`config.mk`:
```
export PLATFORM = sky130hd
export DESIGN_NAME = fhd_sequencer
export DESIGN_NICKNAME = d
export VERILOG_FILES = /design/src/shared/fhd_pkg.sv /design/src/hw/fhd_sequencer.sv
export SDC_FILE = /design/constraint.sdc
export NUM_CORES = 1
export LEC_CHECK = 0
export BUFFER_PORTS_ARGS = -buffer_cell sky130_fd_sc_hd__buf_2
export CAP_MARGIN = 20
export CORE_MARGIN = 8
export CORE_UTILIZATION = 40
export DETAILED_ROUTE_END_ITERATION = 10
export PLACE_DENSITY = 0.6
export SLEW_MARGIN = 25
export SYNTH_ARGS = -nofsm -noshare
export SYNTH_HDL_FRONTEND = slang
export SYNTH_SLANG_ARGS = --single-unit
```
`constraint.sdc`:
```
create_clock -name core_clk_in -period 3.25 [get_ports core_clk_in]
set_input_delay 0.65 -clock core_clk_in [delete_from_list [all_inputs] [get_ports core_clk_in]]
set_output_delay 0.65 -clock core_clk_in [all_outputs]
set_load 0.03 [all_outputs]
```
`src/shared/fhd_pkg.sv`:
```
// fhd_pkg: constants, codes and state types for the diagnostic sequencer
// assumes a 100 MHz core clock
package fhd_pkg;
    localparam int CLK_MHZ = 100;
    localparam int LOAD_MS = 100;
    localparam int STEP_MS = 70;
    localparam int PLL_MS = 50;
    localparam int CYC_PER_MS = CLK_MHZ * 1000;
    localparam int LOAD_CYC = LOAD_MS * CYC_PER_MS;
    localparam int STEP_CYC = STEP_MS * CYC_PER_MS;
    localparam int PLL_CYC = PLL_MS * CYC_PER_MS;
    // test codes, switch 1 is msb
    localparam logic [4:0] TC_HEADLOAD = 5'h04;
    localparam logic [4:0] TC_TRK00 = 5'h05;
    localparam logic [4:0] TC_SEEK01 = 5'h06;
    localparam logic [4:0] TC_SEEK02 = 5'h07;
    localparam logic [4:0] TC_SEEK38 = 5'h08;
    localparam logic [4:0] TC_SEEK76 = 5'h09;
    localparam logic [4:0] TC_RWCTL = 5'h0c;
    localparam logic [4:0] TC_PLLCRC = 5'h0d;
    localparam logic [4:0] TC_CABLE = 5'h0e;
    localparam logic [4:0] TC_STLOOP = 5'h0f;
    localparam logic [4:0] TC_ECHO = 5'h10;
    localparam logic [4:0] TC_BFSEEK = 5'h11;
    localparam logic [4:0] TC_SEQSCAN = 5'h12;
    localparam logic [4:0] TC_BFSCAN = 5'h13;
    localparam logic [4:0] TC_WRRD = 5'h18;
    localparam logic [4:0] TC_FMT = 5'h19;
    localparam logic [4:0] TC_DENS_SD = 5'h1a;
    localparam logic [4:0] TC_DENS_DD = 5'h1b;
    localparam logic [4:0] TC_EXER_F = 5'h1e;
    localparam logic [4:0] TC_EXER = 5'h1f;
    // error codes on leds 5..8
    localparam logic [3:0] ERR_CABLE_HOST = 4'h3;
    localparam logic [3:0] ERR_CABLE_DRIVE = 4'h4;
    localparam logic [3:0] ERR_PLL = 4'ha;
    localparam logic [3:0] ERR_RWCTL = 4'hb;
    localparam logic [3:0] ERR_CRC = 4'hc;
    localparam logic [3:0] ERR_SWITCH = 4'he;
    // density codes on leds 5,6
    localparam logic [1:0] DENS_UNKNOWN = 2'h0;
    localparam logic [1:0] DENS_SINGLE = 2'h1;
    localparam logic [1:0] DENS_DOUBLE = 2'h2;
    localparam logic [6:0] TRK_01 = 7'h01;
    localparam logic [6:0] TRK_02 = 7'h02;
    localparam logic [6:0] TRK_38 = 7'h26;
    localparam logic [6:0] TRK_76 = 7'h4c;
    typedef enum logic [8:0] {
        ST_LATCH = 9'h001,
        ST_SELF = 9'h002,
        ST_DISPATCH = 9'h004,
        ST_HOME = 9'h008,
        ST_SEEK = 9'h010,
        ST_RUN = 9'h020,
        ST_CHECK = 9'h040,
        ST_HALT = 9'h080,
        ST_NORMAL = 9'h100
    } fhd_state_e;
endpackage

```
`src/hw/fhd_sequencer.sv`:
```
// fhd_sequencer: stand-alone diagnostic sequencer of a two-drive disk controller
// assumes all inputs synchronous to core_clk_in; drives wired as step/dir/head-load
//
// Contract
// - finish hardware self-test after power-up before the selected routine
// - on failure show four-bit code on leds 5-8, halt, run led dark
// - led 2 lit after self-test halt and most routine halts, unlit after cable halts
// - while running cleanly leds 5-6 show density, leds 7-8 drive
// - density: off/off unknown, led 6 single, led 5 double
// - led 7 off; led 8 off for drive 0, on for drive 1
// - codes 00100-01001: head load, track 00, seek 01/02/38/76
// - codes 01100-01111: rw controller, pll/crc, cable, self-test loop
// - codes 10000-10011, 11000-11011, 11110-11111 assigned; others unassigned
// - head-load routine homes, then load 100 ms, unload 100 ms forever
// - track-00 routine homes, head loaded, steps 01/02 every 70 ms
// - fixed-track routine homes, seeks target, loads head, holds forever
// - rw controller test repeats self-test; failure halts code 1011, led 2
// - pll test counts oscillator cycles 50 ms; out of range halts 1010
// - then crc/serial path check; failure halts 1100 with led 2
// - self-test runs once after each power-up in ordinary operation
// - self-test loop repeats until error, toggling leds 5, 7, 8
// - switches 1-5 form code, switch 1 msb; top three zero is normal
// - switch 8 selects drive 0 or drive 1
// - cable failure: 0011 host link cable, 0100 drive bus cable
// - led 3 lit while writing, led 4 lit while reading
`timescale 1ns/1ps
`default_nettype none
module fhd_sequencer #(
    parameter int LOAD_CYCLES = fhd_pkg::LOAD_CYC,
    parameter int STEP_CYCLES = fhd_pkg::STEP_CYC,
    parameter int PLL_CYCLES = fhd_pkg::PLL_CYC,
    parameter int STEP_GAP = 16,
    parameter logic [23:0] PLL_MIN = 24'h100000,
    parameter logic [23:0] PLL_MAX = 24'h200000
) (
    // clock and reset
    input wire logic core_clk_in,
    input wire logic rst_n_in,
    input wire logic clk_en_in,
    // operator switches, bit 7 is switch 1
    input wire logic [7:0] switch_in,
    // self-test results from the controller hardware
    input wire logic self_test_done_in,
    input wire logic self_test_fail_in,
    input wire logic [3:0] self_test_code_in,
    input wire logic rw_test_done_in,
    input wire logic rw_test_fail_in,
    input wire logic loop_oscillator_in,
    input wire logic crc_test_done_in,
    input wire logic crc_test_fail_in,
    input wire logic cable_test_done_in,
    input wire logic host_link_cable_fail_in,
    input wire logic drive_cable_fail_in,
    // datapath activity
    input wire logic writing_in,
    input wire logic reading_in,
    input wire logic [1:0] density_in,
    // drive positioner
    input wire logic track_zero_in,
    output logic [1:0] drive_sel_out,
    output logic step_out,
    output logic dir_in_out,
    output logic head_load_out,
    // test starts
    output logic self_test_start_out,
    output logic rw_test_start_out,
    output logic crc_test_start_out,
    output logic cable_test_start_out,
    output logic normal_mode_out,
    // indicators, bit 0 is led 1
    output logic [7:0] led_out,
    output logic run_led_out
);
    import fhd_pkg::*;

    // ==========================================================
    // reset release
    logic [1:0] rst_sync_reg;
    logic rst_n;
    always_ff @(posedge core_clk_in or negedge rst_n_in) begin
        if (!rst_n_in) begin
            rst_sync_reg <= 2'h0;
        end else begin
            rst_sync_reg <= {rst_sync_reg[0], 1'b1};
        end
    end
    assign rst_n = rst_sync_reg[1];

    function automatic logic routine_assigned(input logic [4:0] c);
        return (c >= TC_HEADLOAD && c <= TC_SEEK76) || (c >= TC_RWCTL && c <= TC_BFSCAN) ||
               (c >= TC_WRRD && c <= TC_DENS_DD) || c == TC_EXER_F || c == TC_EXER;
    endfunction

    function automatic logic [6:0] target_track(input logic [4:0] c);
        unique case (c)
            TC_SEEK02: return TRK_02;
            TC_SEEK38: return TRK_38;
            TC_SEEK76: return TRK_76;
            default: return TRK_01;
        endcase
    endfunction

    // ==========================================================
    // state
    fhd_state_e state_reg;
    logic [4:0] code_reg;
    logic drive_reg;
    logic [7:0] echo_reg;
    logic [3:0] err_reg;
    logic self_err_reg;
    logic [31:0] timer_reg;
    logic [23:0] osc_cnt_reg;
    logic osc_prev_reg;
    logic [6:0] track_reg;
    logic [6:0] goal_reg;
    logic head_reg;
    logic step_reg;
    logic dir_reg;
    logic toggle_reg;
    logic phase_reg;
    logic self_loop;
    logic timer_hit;
    logic [31:0] timer_lim;

    assign self_loop = (code_reg == TC_STLOOP);
    assign timer_lim = (code_reg == TC_PLLCRC) ? 32'(PLL_CYCLES) :
                       (code_reg == TC_TRK00) ? 32'(STEP_CYCLES) :
                       (state_reg == ST_RUN) ? 32'(LOAD_CYCLES) : 32'(STEP_GAP);
    assign timer_hit = (timer_reg >= timer_lim - 32'h1);

    // ==========================================================
    // sequencer
    always_ff @(posedge core_clk_in or negedge rst_n) begin
        if (!rst_n) begin
            state_reg <= ST_LATCH;
            code_reg <= 5'h0;
            drive_reg <= 1'b0;
            err_reg <= 4'h0;
            self_err_reg <= 1'b0;
            phase_reg <= 1'b0;
            toggle_reg <= 1'b0;
        end else if (clk_en_in) begin
            unique case (state_reg)
                ST_LATCH: begin
                    code_reg <= switch_in[7:3];
                    drive_reg <= switch_in[0];
                    state_reg <= ST_SELF;
                end
                ST_SELF: begin
                    if (self_test_done_in) begin
                        if (self_test_fail_in) begin
                            err_reg <= self_test_code_in;
                            self_err_reg <= 1'b1;
                            state_reg <= ST_HALT;
                        end else if (self_loop) begin
                            toggle_reg <= ~toggle_reg;
                        end else begin
                            state_reg <= ST_DISPATCH;
                        end
                    end
                end
                ST_DISPATCH: begin
                    phase_reg <= 1'b0;
                    if (code_reg[4:2] == 3'h0) begin
                        state_reg <= ST_NORMAL;
                    end else if (!routine_assigned(code_reg)) begin
                        err_reg <= ERR_SWITCH;
                        self_err_reg <= 1'b1;
                        state_reg <= ST_HALT;
                    end else if (code_reg <= TC_SEEK76) begin
                        state_reg <= ST_HOME;
                    end else begin
                        state_reg <= ST_CHECK;
                    end
                end
                ST_HOME: begin
                    if (track_zero_in) begin
                        state_reg <= (code_reg != TC_HEADLOAD) ? ST_SEEK : ST_RUN;
                    end
                end
                ST_SEEK: begin
                    if (track_reg == goal_reg && timer_hit) begin
                        state_reg <= ST_RUN;
                    end
                end
                ST_RUN: phase_reg <= phase_reg ^ timer_hit;
                ST_CHECK: begin
                    unique case (code_reg)
                        TC_RWCTL: begin
                            if (rw_test_done_in && rw_test_fail_in) begin
                                err_reg <= ERR_RWCTL;
                                self_err_reg <= 1'b1;
                                state_reg <= ST_HALT;
                            end
                        end
                        TC_PLLCRC: begin
                            if (!phase_reg && timer_hit) begin
                                if (osc_cnt_reg < PLL_MIN || osc_cnt_reg > PLL_MAX) begin
                                    err_reg <= ERR_PLL;
                                    self_err_reg <= 1'b1;
                                    state_reg <= ST_HALT;
                                end else begin
                                    phase_reg <= 1'b1;
                                end
                            end else if (phase_reg && crc_test_done_in) begin
                                if (crc_test_fail_in) begin
                                    err_reg <= ERR_CRC;
                                    self_err_reg <= 1'b1;
                                    state_reg <= ST_HALT;
                                end else begin
                                    phase_reg <= 1'b0;
                                end
                            end
                        end
                        TC_CABLE: begin
                            if (cable_test_done_in) begin
                                if (host_link_cable_fail_in) begin
                                    err_reg <= ERR_CABLE_HOST;
                                    state_reg <= ST_HALT;
                                end else if (drive_cable_fail_in) begin
                                    err_reg <= ERR_CABLE_DRIVE;
                                    state_reg <= ST_HALT;
                                end
                            end
                        end
                        default: begin
                        end
                    endcase
                end
                ST_HALT, ST_NORMAL: begin
                end
            endcase
        end
    end

    // ==========================================================
    // timer and positioner
    always_ff @(posedge core_clk_in or negedge rst_n) begin
        if (!rst_n) begin
            timer_reg <= 32'h0;
        end else if (clk_en_in) begin
            if (timer_hit || state_reg == ST_DISPATCH ||
                (state_reg == ST_HOME && track_zero_in)) begin
                timer_reg <= 32'h0;
            end else begin
                timer_reg <= timer_reg + 32'h1;
            end
        end
    end

    always_ff @(posedge core_clk_in or negedge rst_n) begin
        if (!rst_n) begin
            track_reg <= 7'h0;
            goal_reg <= 7'h0;
            step_reg <= 1'b0;
            dir_reg <= 1'b0;
            head_reg <= 1'b0;
        end else if (clk_en_in) begin
            step_reg <= 1'b0;
            unique case (state_reg)
                ST_HOME: begin
                    dir_reg <= 1'b0;
                    track_reg <= 7'h0;
                    goal_reg <= target_track(code_reg);
                    if (!track_zero_in && timer_hit) begin
                        step_reg <= 1'b1;
                    end
                end
                ST_SEEK: begin
                    dir_reg <= 1'b1;
                    if (track_reg != goal_reg && timer_hit) begin
                        step_reg <= 1'b1;
                        track_reg <= track_reg + 7'h1;
                    end
                end
                ST_RUN: begin
                    if (code_reg == TC_HEADLOAD) begin
                        head_reg <= ~phase_reg;
                    end else if (code_reg == TC_TRK00) begin
                        head_reg <= 1'b1;
                        if (timer_hit) begin
                            step_reg <= 1'b1;
                            dir_reg <= ~phase_reg;
                            track_reg <= phase_reg ? TRK_01 : TRK_02;
                        end
                    end else begin
                        head_reg <= 1'b1;
                    end
                end
                default: begin
                    head_reg <= 1'b0;
                end
            endcase
        end
    end

    // ==========================================================
    // oscillator counter for the pll window
    always_ff @(posedge core_clk_in or negedge rst_n) begin
        if (!rst_n) begin
            osc_prev_reg <= 1'b0;
            osc_cnt_reg <= 24'h0;
        end else if (clk_en_in) begin
            osc_prev_reg <= loop_oscillator_in;
            if (state_reg != ST_CHECK || phase_reg || timer_hit) begin
                osc_cnt_reg <= 24'h0;
            end else if (loop_oscillator_in && !osc_prev_reg) begin
                osc_cnt_reg <= osc_cnt_reg + 24'h1;
            end
        end
    end

    // ==========================================================
    // echo sample for the switch test
    always_ff @(posedge core_clk_in or negedge rst_n) begin
        if (!rst_n) begin
            echo_reg <= 8'h0;
        end else if (clk_en_in) begin
            echo_reg <= {<<{switch_in}};
        end
    end

    // ==========================================================
    // indicators and outputs
    logic [7:0] led_next;
    always_comb begin
        led_next = 8'h0;
        if (state_reg == ST_HALT) begin
            led_next[1] = self_err_reg;
            led_next[7:4] = {<<{err_reg}};
        end else if (state_reg == ST_SELF && self_loop) begin
            led_next[4] = toggle_reg;
            led_next[6] = toggle_reg;
            led_next[7] = toggle_reg;
        end else if (state_reg != ST_LATCH && state_reg != ST_NORMAL) begin
            if (code_reg == TC_ECHO && state_reg == ST_CHECK) begin
                led_next = echo_reg;
            end else begin
                led_next[2] = writing_in;
                led_next[3] = reading_in;
                led_next[4] = (density_in == DENS_DOUBLE);
                led_next[5] = (density_in == DENS_SINGLE);
                led_next[7] = drive_reg;
            end
        end
    end

    always_ff @(posedge core_clk_in or negedge rst_n) begin
        if (!rst_n) begin
            led_out <= 8'h0;
            run_led_out <= 1'b0;
        end else if (clk_en_in) begin
            led_out <= led_next;
            run_led_out <= (state_reg != ST_HALT);
        end
    end

    assign drive_sel_out = {drive_reg, !drive_reg};
    assign step_out = step_reg;
    assign dir_in_out = dir_reg;
    assign head_load_out = head_reg;
    assign self_test_start_out = (state_reg == ST_SELF);
    assign rw_test_start_out = (state_reg == ST_CHECK) && (code_reg == TC_RWCTL);
    assign crc_test_start_out = (state_reg == ST_CHECK) && (code_reg == TC_PLLCRC) && phase_reg;
    // host link cable fitted only here
    assign cable_test_start_out = (state_reg == ST_CHECK) && (code_reg == TC_CABLE);
    assign normal_mode_out = (state_reg == ST_NORMAL);
endmodule // fhd_sequencer
`default_nettype wire

```
== After elaboration in Yosys (flattened, before gate mapping) ==
Index checks and enable logic that the tools add are counted.

* Multiplexer cells: 88
* Add/subtract/negate cells: 4
* Magnitude comparators: 9
* Reductions and logical operators: 49
* Bitwise logic cells: 5
* Equal/unequal tests: 53

{| class="wikitable"
|+ Operator list
! kind !! number
|-
| 9-bit two-way mux || 14
|-
| 24-bit two-way mux || 5
|-
| 4-bit two-way mux || 15
|-
| 9-bit one-hot mux with 6 select lines || 1
|-
| 7-bit one-hot mux with 3 select lines || 2
|-
| 7-bit two-way mux || 5
|-
| 32-bit by 1-bit adder with 32-bit output (second input constant) || 1
|-
| 32-bit greater-or-equal comparator || 1
|-
| 32-bit two-way mux || 1
|-
| 5-bit by 4-bit == test with 1-bit output (second input constant) || 6
|-
| 1-bit two-way mux || 29
|-
| 9-bit one-hot mux with 3 select lines || 1
|-
| 13-bit AND reduction || 2
|-
| 24-bit by 1-bit subtractor with 25-bit output (second input constant) || 1
|-
| 24-bit by 1-bit adder with 24-bit output (second input constant) || 1
|-
| 24-bit by 22-bit > comparator with 1-bit output (second input constant) || 1
|-
| 24-bit by 21-bit less-than comparator with 1-bit output (second input constant) || 1
|-
| 4-bit one-hot mux with 3 select lines || 2
|-
| 1-bit logical AND || 18
|-
| 2-bit != test (second input constant) || 9
|-
| 3-bit != test (second input constant) || 6
|-
| 8-bit two-way mux || 2
|-
| 4-bit != test (second input constant) || 4
|-
| 5-bit by 3-bit == test with 1-bit output (second input constant) || 3
|-
| other kinds (45) || 77
|}

* Output and inout bits: 19
* Logic and storage cells: 227
* Register bits after elaboration: 115
* Bits of input ports: 30

== Depth between registers and ports, before layout ==
Gate-level depths: netlist of run 1.

* Depth in word-level cells: 10
* Depth in mapped cells: 26
* Mapped depth without buffers: 22

== Worst setup path before layout of run 1 ==
No wires, ideal clock.

* Path kind: flip-flop to flip-flop
* From: reg state_reg[7]
* To: reg state_reg[2]
* Setup time: 125 ps
* Stages on the path, launching flop included: 26
* Slack: -2,377 ps
* Period minus slack after synthesis: 5,627 ps
* Buffers on the path: 4
* Arrival: 5,502 ps
* Required time: 3,125 ps
* Cells stage by stage: dfrtp_1 -> or3_1 -> buf_2 -> or4b_4 -> buf_6 -> nand2_1 -> inv_1 -> ha_1 -> nor2b_1 -> and3_1 -> clkbuf_1 -> nor2_1 -> ha_1 -> nand4_1 -> nor3_1 -> nand3_1 -> o211ai_2 -> clkbuf_1 -> ha_1 -> o21ai_0 -> o22ai_1 -> nand3_1 -> a31oi_1 -> o21ai_1 -> nor3_4 -> mux2_2

* Longest elaborated chain between the ends: 10
* Elaborated cells on any way between the ends: 30
* Classes of those cells: add/sub (1); order compare (1); eq/ne (18); mux (6); reduce/logical (4)

{| class="wikitable"
|+ RTL lines
! what !! RTL line !! RTL
|-
| from (decl) || fhd_sequencer.sv:105 || <nowiki>fhd_state_e state_reg;</nowiki>
|-
| from (signal assigned) || fhd_sequencer.sv:178 || <nowiki>state_reg <= (code_reg != TC_HEADLOAD) ? ST_SEEK : ST_RUN;</nowiki>
|-
| 9-bit by 6-bit == test with 1-bit output || fhd_sequencer.sv:128 || <nowiki>(state_reg == ST_RUN) ? 32'(LOAD_CYCLES) : 32'(STEP_GAP);</nowiki>
|-
| 24-bit two-way mux || fhd_sequencer.sv:128 ||
|-
| 24-bit two-way mux || fhd_sequencer.sv:127 || <nowiki>(code_reg == TC_TRK00) ? 32'(STEP_CYCLES) :</nowiki>
|-
| 24-bit two-way mux || fhd_sequencer.sv:126 || <nowiki>assign timer_lim = (code_reg == TC_PLLCRC) ? 32'(PLL_CYCLES) :</nowiki>
|-
| 24-bit by 1-bit subtractor with 25-bit output || fhd_sequencer.sv:129 || <nowiki>assign timer_hit = (timer_reg >= timer_lim - 32'h1);</nowiki>
|-
| 32-bit greater-or-equal comparator || fhd_sequencer.sv:129 ||
|-
| 1-bit logical AND || fhd_sequencer.sv:197 || <nowiki>if (!phase_reg && timer_hit) begin</nowiki>
|-
| 9-bit two-way mux || fhd_sequencer.sv:197 ||
|-
| 9-bit one-hot mux with 3 select lines || fhd_sequencer.sv:188 || <nowiki>unique case (code_reg)</nowiki>
|-
| 9-bit one-hot mux with 6 select lines || fhd_sequencer.sv:143 || <nowiki>unique case (state_reg)</nowiki>
|}

Parallel ways exist; a longest one is shown, timed or not.
A chain may end at the register's enable or synchronous reset.

== Final worst setup path of run 1 ==
* From: reg state_reg[2]
* To: reg state_reg[4]

Same word-level chain as after synthesis.

==> results of run 1 <==
==> area by class of cell <==
type	instances	share of cell area, %
multi-input combinational	547	43.7
sequential	113	32.9
timing repair buffer	134	11.0
clock buffer	18	5.09
tap	216	3.13
clock inverter	14	2.90
inverter	30	1.34
==> power by group <==
| part | switching, mW | internal (mW) | total (mW) |
|---|---|---|---|
| Clock | 0.709 | 1.47 | 2.18 |
| Combinational | 0.597 | 0.470 | 1.07 |
| Sequential | 0.126 | 1.55 | 1.68 |
==> layout by cell type (no fill, tap or decap), types with 5 or more instances in the layout <==
master     count
a21oi_1       29
and2_1         5
and3_1         8
buf_2         48
buf_4         78
bufinv_16      6
clkbuf_16     17
clkinv_4       5
dfrtp_1      111
ha_1          24
inv_1         27
mux2_2        13
mux2_4        10
mux2i_1        5
nand2_1       58
nand2b_1       8
nand3_1       39
nand3b_1       5
nand4_1       13
nor2_1        93
nor2b_1        9
nor3_1        16
nor4_1        11
o21ai_0       25
o21ai_1       11
o31ai_1        7
or3_1         12
xnor2_1       19
xor2_1        27
==> per-stage QoR <==
stage          util, %  total power [mW]  instances
2_1_floorplan        -              2.31        713
3_3_place_gp      47.9              2.61       1026
3_5_place_dp      47.9              2.63       1026
4_1_cts           52.9              4.85       1061
5_1_grt           54.1              5.14       1072
6_report          54.1              4.93       1072
==> layer usage <==
metal | track usage, % | part of all wire, %
met1 | 23.0 | 47
met5 | 0 | 0
met3 | 4.88 | 5.2
met2 | 27.7 | 47
met4 | 5.76 | 1.3
==> repair_timing <==
| item | CTS | global route |
|---|---|---|
| hold buffers | 1 | 0 |
| endpoints found under the hold margin | 2 | 0 |
| pin swaps | 7 | 9 |
| endpoints found under the setup margin | 88 | 89 |
| gates resized for setup | 17 | 29 |
| buffers inserted | 2 | 12 |
==> cell families after synthesis <==
family          count (synthesis)  synth area share (%)
simple gates                  319                  24.8
buf+inv                        53                  3.27
flops                         113                  43.2
xor+xnor                       46                  6.15
mux                            28                  4.95
compound gates                124                  12.2
other cells                     1                0.0573
fa+ha+maj                      28                  5.35
==> Yosys cell counts (4+ instances only) <==
master / n
xnor2_1: 19
nand2_1: 61
dfrtp_1: 112
mux2_4: 4
mux2i_1: 5
xor2_1: 27
a21oi_1: 31
ha_1: 28
nor2_1: 97
nor3_1: 18
clkbuf_1: 16
nor4_1: 12
o31ai_1: 8
inv_1: 28
or3_1: 15
and2_1: 6
mux2_2: 19
o21ai_0: 37
nor2b_1: 10
nand3b_1: 5
nand3_1: 40
nand2b_1: 8
a31oi_1: 5
a211oi_1: 4
nand4_1: 13
and3_1: 9
==> worst paths after layout <==
path	startpoint	endpoint	slack (ns)
max reg2reg	state_reg[2]	state_reg[4]	-1.40
min	rst_sync_reg[0]	rst_sync_reg[1]	0.35
max	state_reg[2]	state_reg[4]	-1.40
min reg2reg	rst_sync_reg[0]	rst_sync_reg[1]	0.35
max in group asynchronous	rst_sync_reg[1]	timer_reg[23]	1.94
min in group asynchronous	rst_sync_reg[1]	led_out[1]	0.40
==> worst reg2reg max path, cell delays in order (launching register included) <==
cell and delay [ns]:
dfrtp_1 0.37, or3_4 0.39, or4b_4 0.56, nand2_4 0.09, inv_4 0.04, ha_4 0.15
nor2b_4 0.11, and3_4 0.23, a21oi_1 0.06, ha_1 0.27, nand4_1 0.13, nor3_2 0.24
buf_4 0.14, nand4b_1 0.10, o211ai_2 0.14, ha_4 0.18, o21ai_2 0.06, o22ai_2 0.21
nand3_2 0.13, a31oi_4 0.18, o21ai_2 0.12, nor3_4 0.30, mux2_4 0.33
==> results.py, run 1 <==
metrics = {
    "route": {
        "wl_per_cell_um": 16.2,
        "drc": 0,
        "via_count": 5747,
        "wl_um": 17400,
        "firstDrtPassIters": 5,
        "drt_iter0_markers": 411,
        "postRouteAntennaNets": 0,
        "post_drt_via_cell_ratio": 5.36,
    },
    "setup_path": {
        "crit_path_cell_trace": "or3_4 > or4b_4 > nand2_4 > inv_4 > ha_4 > nor2b_4 > and3_4 > a21oi_1 > ha_1 > nand4_1 > nor3_2 > buf_4 > nand4b_1 > o211ai_2 > ha_4 > o21ai_2 > o22ai_2 > nand3_2 > a31oi_4 > o21ai_2 > nor3_4 > mux2_4",
        "cp-end-kind": "flip-flop",
        "cp_num_buf_inv": 2,
        "worstPathRequired_ns": 3.54,
        "crit_type": "flip-flop to flip-flop",
        "cp.arrival_ns": 4.94,
        "rr_worst_depth": 22,
        "path_delay_family": "simple AND/OR/NAND/NOR gates",
        "worst-path-stages": 22,
        "start_kind": "flip-flop",
        "cp_slowest_cell": "or4b_4",
        "critPathMaxFanout": 6,
        "cpPeakStageDelay_ns": 0.56,
    },
    "grt": {
        "grt_use_total_pct": 17.6,
        "grt_pass1_wl_um": 28700,
        "grt_pass1_vias": 5817,
        "grt-ovfl-total": 0,
        "grt_max_degree": 60,
        "antenna_found_initial": 0,
    },
    "synth": {
        "synth_seq_cells": 113,
        "syn_inst": 712,
        "ys_top_cells_by_area": "dfrtp_1, nor2_1, ha_1",
        "synth-edff-count": 0,
        "synth-async-reset-ratio_pct": 100,
        "yosys.area.top_type_share_pct": 42.8,
        "netlist_area_sq_um": 6550,
        "synth_cell_types": 73,
        "yosysSeqAreaShare_pct": 43.2,
        "ys_warn_count": 0,
        "avgSynthCellArea_sq_um": 9.20,
        "yosysTopAreaCell": "dfrtp_1",
        "synth-main-ff-cell": "dfrtp_1",
    },
    "timing": {
        "final_max_slew_viol_count": 0,
        "fin_hold_ws_ns": 0.349,
        "timing.final.hold_violations": 0,
        "final.period_utilization_pct": 143,
        "skew_ns": 0.0177,
        "max_freq_ghz": 0.215,
        "worst_slew_pin_slew_ns": 0.757,
        "final.min_clock_period_ns": 4.65,
        "setup_viol": 86,
        "slew_headroom_pct": 48.8,
        "setup_tns_ns": -84.46,
        "setup_ws_ns": -1.40,
        "grt_setup_unrepaired": "yes",
    },
    "finish": {
        "nNetsFinal": 901,
        "insertedDiodeCount": 0,
        "drive_gt1_share_pct": 28.5,
        "area_delta_synth_final_pct": 31.7,
        "multi_input_area_sq_um": 3760,
        "finalInstanceArea_sq_um": 8620,
        "fillers": 1434,
        "register_area_sq_um": 2830,
        "largest_reg_flops": 32,
    },
    "clocking": {
        "htree_levels": 4,
        "max-clock-path-buffers": 2,
        "cts_sinks": 113,
        "cts-root-buf": "clkbuf_16",
        "cts_tree": "done",
        "clock_latency_ns": 0.42,
        "clk_pin_slew_ns": 0.06,
        "cts_buffers": 17,
    },
    "place": {
        "dp_slack_ns": -1.52,
        "dpl_cell_area_sq_um": 7640,
        "port_buffers": 48,
        "place_hpwl_um": 13100,
        "place_congestion": 0.894,
    },
    "floorplan": {
        "start_util_pct": 41.1,
        "pin_count": 49,
        "rows": 46,
        "die-area_sq_um": 20700,
        "dieWidth_um": 144,
        "fp.dieH_um": 144,
        "core_area_sq_um": 15900,
    },
    "run_status": {
        "violations": "negative setup slack",
        "status": "finished, violations left",
    },
    "flow_run": {
        "timing.max_cap.violations": 0,
    },
    "power_and_ir_drop": {
        "p_leak_nw": 3.87,
        "ir_worst_vdd_mv": 0.381,
        "powerDensity_nw_per_um2": 571,
    },
    "min_path": {
        "holdCritPathClass": "flip-flop to flip-flop",
        "hold_path_depth": 0,
    },
}
(Power assumes the default switching activity.)
==> run 2: changes to the inputs <==
--- a/config.mk
+++ b/config.mk
@@ -8,9 +8,9 @@
 export BUFFER_PORTS_ARGS = -buffer_cell sky130_fd_sc_hd__buf_2
 export CAP_MARGIN = 20
 export CORE_MARGIN = 8
-export CORE_UTILIZATION = 40
+export CORE_UTILIZATION = 24
 export DETAILED_ROUTE_END_ITERATION = 10
-export PLACE_DENSITY = 0.6
+export PLACE_DENSITY = 0.41
 export SLEW_MARGIN = 25
 export SYNTH_ARGS = -nofsm -noshare
 export SYNTH_HDL_FRONTEND = slang
==> run 2 against run 1 <==
  * The flow still finishes with violations (negative setup slack)
  * Global-route usage down 5.8 points
  * Register-to-register slack lost 0.08 ns
  * Critical endpoint is now state_reg[2]
  * Via count down 0.61%
  * Non-clock buffer count rose by 18
  * Worst hold slack worse by 0.0031 ns
  * Clock skew shrank 0.0031 ns
==> results.py, run 2 (synthesized netlist as in run 1, its figures left out) <==
metrics = {
    "flow_run": {
        "timing.max_cap.violations": 0,
    },
    "grt": {
        "antenna_found_initial": 0,
        "grt_pass1_wl_um": 31000,
        "grt_max_degree": 56,
        "grt_use_total_pct": 11.8,
        "grt-ovfl-total": 0,
        "grt_pass1_vias": 5720,
    },
    "timing": {
        "slew_headroom_pct": 47.4,
        "timing.final.hold_violations": 0,
        "setup_ws_ns": -1.49,
        "max_freq_ghz": 0.211,
        "final.min_clock_period_ns": 4.74,
        "setup_tns_ns": -96.78,
        "worst_slew_pin_slew_ns": 0.777,
        "setup_viol": 87,
        "grt_setup_unrepaired": "yes",
        "skew_ns": 0.0146,
        "final.period_utilization_pct": 146,
        "final_max_slew_viol_count": 0,
        "fin_hold_ws_ns": 0.346,
    },
    "finish": {
        "mostFrequentLayoutCell": "dfrtp_1",
        "register_area_sq_um": 2830,
        "multi_input_area_sq_um": 4070,
        "drive_gt1_share_pct": 35.2,
        "area_delta_synth_final_pct": 40.8,
        "mostFrequentLayoutCells": "dfrtp_1, buf_4, nor2_1, nand2_1, buf_2",
        "fillers": 2799,
        "largest_reg_flops": 32,
        "nNetsFinal": 919,
        "insertedDiodeCount": 0,
        "final_core_util_pct": 34.3,
    },
    "min_path": {
        "holdCritPathClass": "flip-flop to flip-flop",
    },
    "setup_path": {
        "worstPathRequired_ns": 3.55,
        "crit_path_cell_trace": "or3_4 > or4b_4 > nand2_4 > inv_4 > ha_4 > nor2b_4 > and3_4 > a21oi_2 > ha_1 > nand4_1 > nor4_2 > a2111oi_2 > o211ai_2 > ha_4 > o21ai_2 > o22ai_2 > nand3_2 > a31oi_4 > o21ai_4 > nor3_4 > buf_12 > mux2_4",
        "cp.arrival_ns": 5.03,
        "rrSetupSlack_ns": -1.49,
        "crit_type": "flip-flop to flip-flop",
        "cpPeakStageDelay_ns": 0.56,
        "start_kind": "flip-flop",
        "cp_num_buf_inv": 2,
        "cp_slowest_cell": "or4b_4",
        "cp-end-kind": "flip-flop",
        "path_delay_family": "simple AND/OR/NAND/NOR gates",
        "crit_top_cell": "ha_4",
        "critPathMaxFanout": 5,
    },
    "run_status": {
        "status": "finished, violations left",
        "violations": "negative setup slack",
    },
    "clocking": {
        "cts_sinks": 113,
        "clock_latency_ns": 0.43,
        "max-clock-path-buffers": 2,
        "cts-root-buf": "clkbuf_16",
        "clk_pin_slew_ns": 0.05,
        "htree_levels": 4,
        "cts_tree": "done",
        "cts_buffers": 17,
    },
    "power_and_ir_drop": {
        "powerDensity_nw_per_um2": 521,
        "ir_worst_vdd_mv": 0.395,
        "power.total_mw": 4.81,
        "p_leak_nw": 3.94,
    },
    "floorplan": {
        "rows": 60,
        "core_area_sq_um": 26900,
        "die-area_sq_um": 32800,
        "pin_count": 49,
        "start_util_pct": 24.4,
        "fp.dieH_um": 181,
        "dieWidth_um": 181,
    },
    "route": {
        "firstDrtPassIters": 5,
        "drc": 0,
        "wl_um": 19700,
        "via_count": 5712,
        "wl_per_cell_um": 16.2,
        "postRouteAntennaNets": 0,
        "post_drt_via_cell_ratio": 4.70,
        "drt_iter0_markers": 248,
    },
    "place": {
        "place_hpwl_um": 14100,
        "port_buffers": 48,
        "place_congestion": 0.764,
    },
}
[run 2: worst paths after layout]
kind,from,endpoint,cells after the start
worst max-delay path,state_reg[6],state_reg[2],22
worst min register to register,rst_sync_reg[0],rst_sync_reg[1],0
min in group asynchronous,rst_sync_reg[1],timer_reg[24],0
max in group asynchronous,rst_sync_reg[1],echo_reg[5],1
worst max register to register,state_reg[6],state_reg[2],22
worst min-delay path,rst_sync_reg[0],rst_sync_reg[1],0
[run 2: metrics by stage]
| stage | std cells | area (sq um) | worst slack, ns |
|---|---|---|---|
| floorplan | 713 | 6680 | -1.74 |
| global placement | 1159 | 7880 | -1.57 |
| detailed placement | 1159 | 7880 | -1.64 |
| CTS | 1198 | 8620 | -1.42 |
| global route | 1215 | 9220 | -1.76 |
| finish | 1215 | 9220 | -1.49 |
[run 2: layer usage]
layer,vias up,part of all wire (%),track usage (%),wire [um]
met2,97,45,18.0,8830
met5,-,0,0,0
li1,2845,-,-,-
met4,0,1.3,4.07,265
met3,14,3.0,2.35,589
met1,2756,51,16.4,10000
[run 2: final cells by class]
type                       instances  area share [%]
multi-input combinational        547            44.1
sequential                       113            30.7
timing repair buffer             152            13.0
tap                              341            4.63
clock buffer                      17            4.61
clock inverter                    15            1.71
inverter                          30            1.25
[run 2: where the power goes]
group / switching [mW] / internal [mW]
logic: 0.697 / 0.545
clock network: 0.739 / 1.13
registers: 0.139 / 1.55
total: 1.58 / 3.23
[run 2: what timing repair did]
| item | 4_1_cts | 5_1_grt |
|---|---|---|
| gates cloned | 0 | 3 |
| pin swaps | 13 | 52 |
| setup buffers | 7 | 15 |
| resized for setup | 25 | 105 |
| setup endpoints to repair | 89 | 89 |
| endpoints found under the hold margin | 2 | 0 |
| hold buffers | 1 | 0 |
==> run 3: changes to the inputs <==
--- a/config.mk
+++ b/config.mk
@@ -7,10 +7,12 @@
 export LEC_CHECK = 0
 export BUFFER_PORTS_ARGS = -buffer_cell sky130_fd_sc_hd__buf_2
 export CAP_MARGIN = 20
+export CELL_PAD_IN_SITES_DETAIL_PLACEMENT = 0
+export CELL_PAD_IN_SITES_GLOBAL_PLACEMENT = 1
 export CORE_MARGIN = 8
 export CORE_UTILIZATION = 24
 export DETAILED_ROUTE_END_ITERATION = 10
-export PLACE_DENSITY = 0.41
+export PLACE_DENSITY = 0.49
 export SLEW_MARGIN = 25
 export SYNTH_ARGS = -nofsm -noshare
 export SYNTH_HDL_FRONTEND = slang
==> run 3 against run 2 <==
  * Core utilization shrank 2.2 points
  * Register-to-register slack gained 0.09 ns
  * Maximum frequency grew 1.9%
  * Largest power group unchanged
  * Via count shrank 1.7%
  * Combinational power shrank 17%
  * Clock skew shrank 0.0021 ns
  * Die area is the same
  * Setup slack gained 0.087 ns
  * Highest routed layer unchanged
  * Total power shrank 5.4%
  * Worst hold slack gained 0.0056 ns
  * The flow still finishes with violations (negative setup slack)
  * Count of clock-buffer cells in the layout grew 4
  * Global-route usage grew 0.59 points
==> results.py, run 3 (synthesized netlist as in run 1, its figures left out) <==
metrics = {
    "power_and_ir_drop": {
        "comb_power_share_pct": 22.6,
        "power_frac_seq_pct": 36.7,
        "clkPwrFrac_pct": 40.6,
        "p_sw_mw": 1.44,
        "powerDensity_nw_per_um2": 527,
        "netSwitchingFraction_pct": 31.7,
        "ir_worst_vdd_mv": 0.321,
        "power.total_mw": 4.55,
        "p_leak_nw": 3.78,
        "p_int_mw": 3.11,
    },
    "floorplan": {
        "start_util_pct": 24.4,
        "fp.dieH_um": 181,
        "pin_count": 49,
        "dieWidth_um": 181,
        "core_area_sq_um": 26900,
        "rows": 60,
        "die-area_sq_um": 32800,
    },
    "finish": {
        "fillers": 2782,
        "area_delta_synth_final_pct": 31.7,
        "nNetsFinal": 897,
        "multi_input_area_sq_um": 3730,
        "mostFrequentLayoutCells": "dfrtp_1, nor2_1, buf_4, nand2_1, buf_2",
        "insertedDiodeCount": 0,
        "register_area_sq_um": 2830,
        "mostFrequentLayoutCell": "dfrtp_1",
        "drive_gt1_share_pct": 27.6,
        "final_core_util_pct": 32.1,
        "largest_reg_flops": 32,
    },
    "timing": {
        "final.min_clock_period_ns": 4.65,
        "final.period_utilization_pct": 143,
        "setup_viol": 86,
        "final_max_slew_viol_count": 0,
        "grt_setup_unrepaired": "yes",
        "skew_ns": 0.0125,
        "max_freq_ghz": 0.215,
        "setup_ws_ns": -1.40,
        "worst_slew_pin_slew_ns": 0.733,
        "slew_headroom_pct": 50.4,
        "timing.final.hold_violations": 0,
    },
    "grt": {
        "grt_pass1_wl_um": 32500,
        "grt_max_degree": 112,
        "grt-ovfl-total": 0,
        "grt_use_total_pct": 12.4,
        "antenna_found_initial": 0,
        "grt_pass1_vias": 5918,
    },
    "route": {
        "wl_met1_um": 9930,
        "postRouteAntennaNets": 0,
        "highest-signal-layer": "met4",
        "post_drt_via_cell_ratio": 4.71,
        "drc": 0,
        "wl_met3_um": 617,
        "firstDrtPassIters": 5,
        "wl_um": 19700,
        "wl_met2_um": 8860,
        "wl_per_cell_um": 16.5,
        "drt_iter0_markers": 226,
        "via_count": 5616,
    },
    "setup_path": {
        "crit_type": "flip-flop to flip-flop",
        "cp-endpoint": "err_reg[1]",
        "crit_start": "state_reg[2]",
        "r2r_end": "err_reg[1]",
        "critPathMaxFanout": 6,
        "rrSetupSlack_ns": -1.40,
        "start_kind": "flip-flop",
        "worstPathRequired_ns": 3.54,
        "cp.arrival_ns": 4.94,
        "cp-end-kind": "flip-flop",
        "rr_worst_depth": 22,
        "worstReg2RegStart": "state_reg[2]",
    },
    "min_path": {
        "holdCritPathClass": "flip-flop to flip-flop",
        "hold_path_depth": 0,
    },
    "run_status": {
        "status": "finished, violations left",
        "violations": "negative setup slack",
    },
    "place": {
        "place_congestion": 0.800,
        "port_buffers": 48,
        "place_hpwl_um": 14700,
    },
    "clocking": {
        "clk_pin_slew_ns": 0.06,
        "cts-root-buf": "clkbuf_16",
        "htree_levels": 4,
        "clock_latency_ns": 0.42,
        "cts_buffers": 17,
        "cts_tree": "done",
        "max-clock-path-buffers": 2,
        "cts_sinks": 113,
    },
    "flow_run": {
        "timing.max_cap.violations": 0,
    },
}
-- run 3: layer usage --
layer	GRT usage, %	up-vias
met3	2.97	17
met5	0	-
li1	-	2787
met4	4.13	0
met2	19.2	90
met1	16.7	2722
-- run 3: critical path: stages, from the launching register on --
cell	delay [ns]
dfrtp_1	0.38
or3_4	0.39
or4b_4	0.56
nand2_4	0.09
inv_4	0.04
ha_4	0.16
nor2b_4	0.11
and3_4	0.26
nor2_4	0.05
ha_4	0.25
nand4_1	0.17
nor4_2	0.24
a2111oi_2	0.10
o211ai_4	0.26
ha_4	0.17
o21ai_2	0.04
o22ai_1	0.15
nand3_1	0.13
a31oi_2	0.24
o21ai_2	0.13
nor3_4	0.17
buf_12	0.14
mux2_4	0.29
-- run 3: cell type report --
cell class | instances | area share (%)
Multi-Input combinational cell | 547 | 43.3
Clock buffer | 21 | 5.57
Clock inverter | 11 | 1.23
Inverter | 30 | 1.33
Timing Repair Buffer | 130 | 10.8
Sequential cell | 113 | 32.8
Tap cell | 341 | 4.95
-- run 3: how the worst min path moves through the flow --
stage,startpoint,to
final,rst_sync_reg[0],rst_sync_reg[1]
after global routing,rst_sync_reg[0],rst_sync_reg[1]
after CTS,rst_sync_reg[0],rst_sync_reg[1]
after detailed placement,rst_sync_reg[0],rst_sync_reg[1]
after global placement,rst_sync_reg[0],rst_sync_reg[1]
after floorplan,rst_sync_reg[0],rst_sync_reg[1]
-- run 3: repair_timing --
item,CTS,global route
setup buffers,6,1
hold buffers,1,0
pin swaps,8,3
hold endpoints to repair,2,0
gates resized for setup,23,9
endpoints found under the setup margin,88,89
-- run 3: per-stage QoR --
| step | hold WS, ns | cell area [sq um] | setup TNS, ns | instances | setup WS [ns] |
|---|---|---|---|---|---|
| 3_3_place_gp | 0.341 | 7850 | -90.11 | 1155 | -1.52 |
| 2_1_floorplan | 0.331 | 6680 | -92.33 | 713 | -1.74 |
| 4_1_cts | 0.356 | 8560 | -83.67 | 1192 | -1.39 |
| 3_5_place_dp | 0.344 | 7850 | -95.97 | 1155 | -1.63 |
| 6_report | 0.352 | 8620 | -82.87 | 1193 | -1.40 |
| 5_1_grt | 0.362 | 8620 | -102.21 | 1193 | -1.64 |
-- run 3: power by group through the flow --
stage | Clock, mW | Sequential [mW] | Combinational, mW
2_1_floorplan | 0 | 1.77 | 0.536
3_3_place_gp | 0 | 1.69 | 0.977
3_5_place_dp | 0 | 1.69 | 0.989
4_1_cts | 1.90 | 1.67 | 1.02
5_1_grt | 1.98 | 1.69 | 1.13
6_report | 1.85 | 1.67 | 1.03
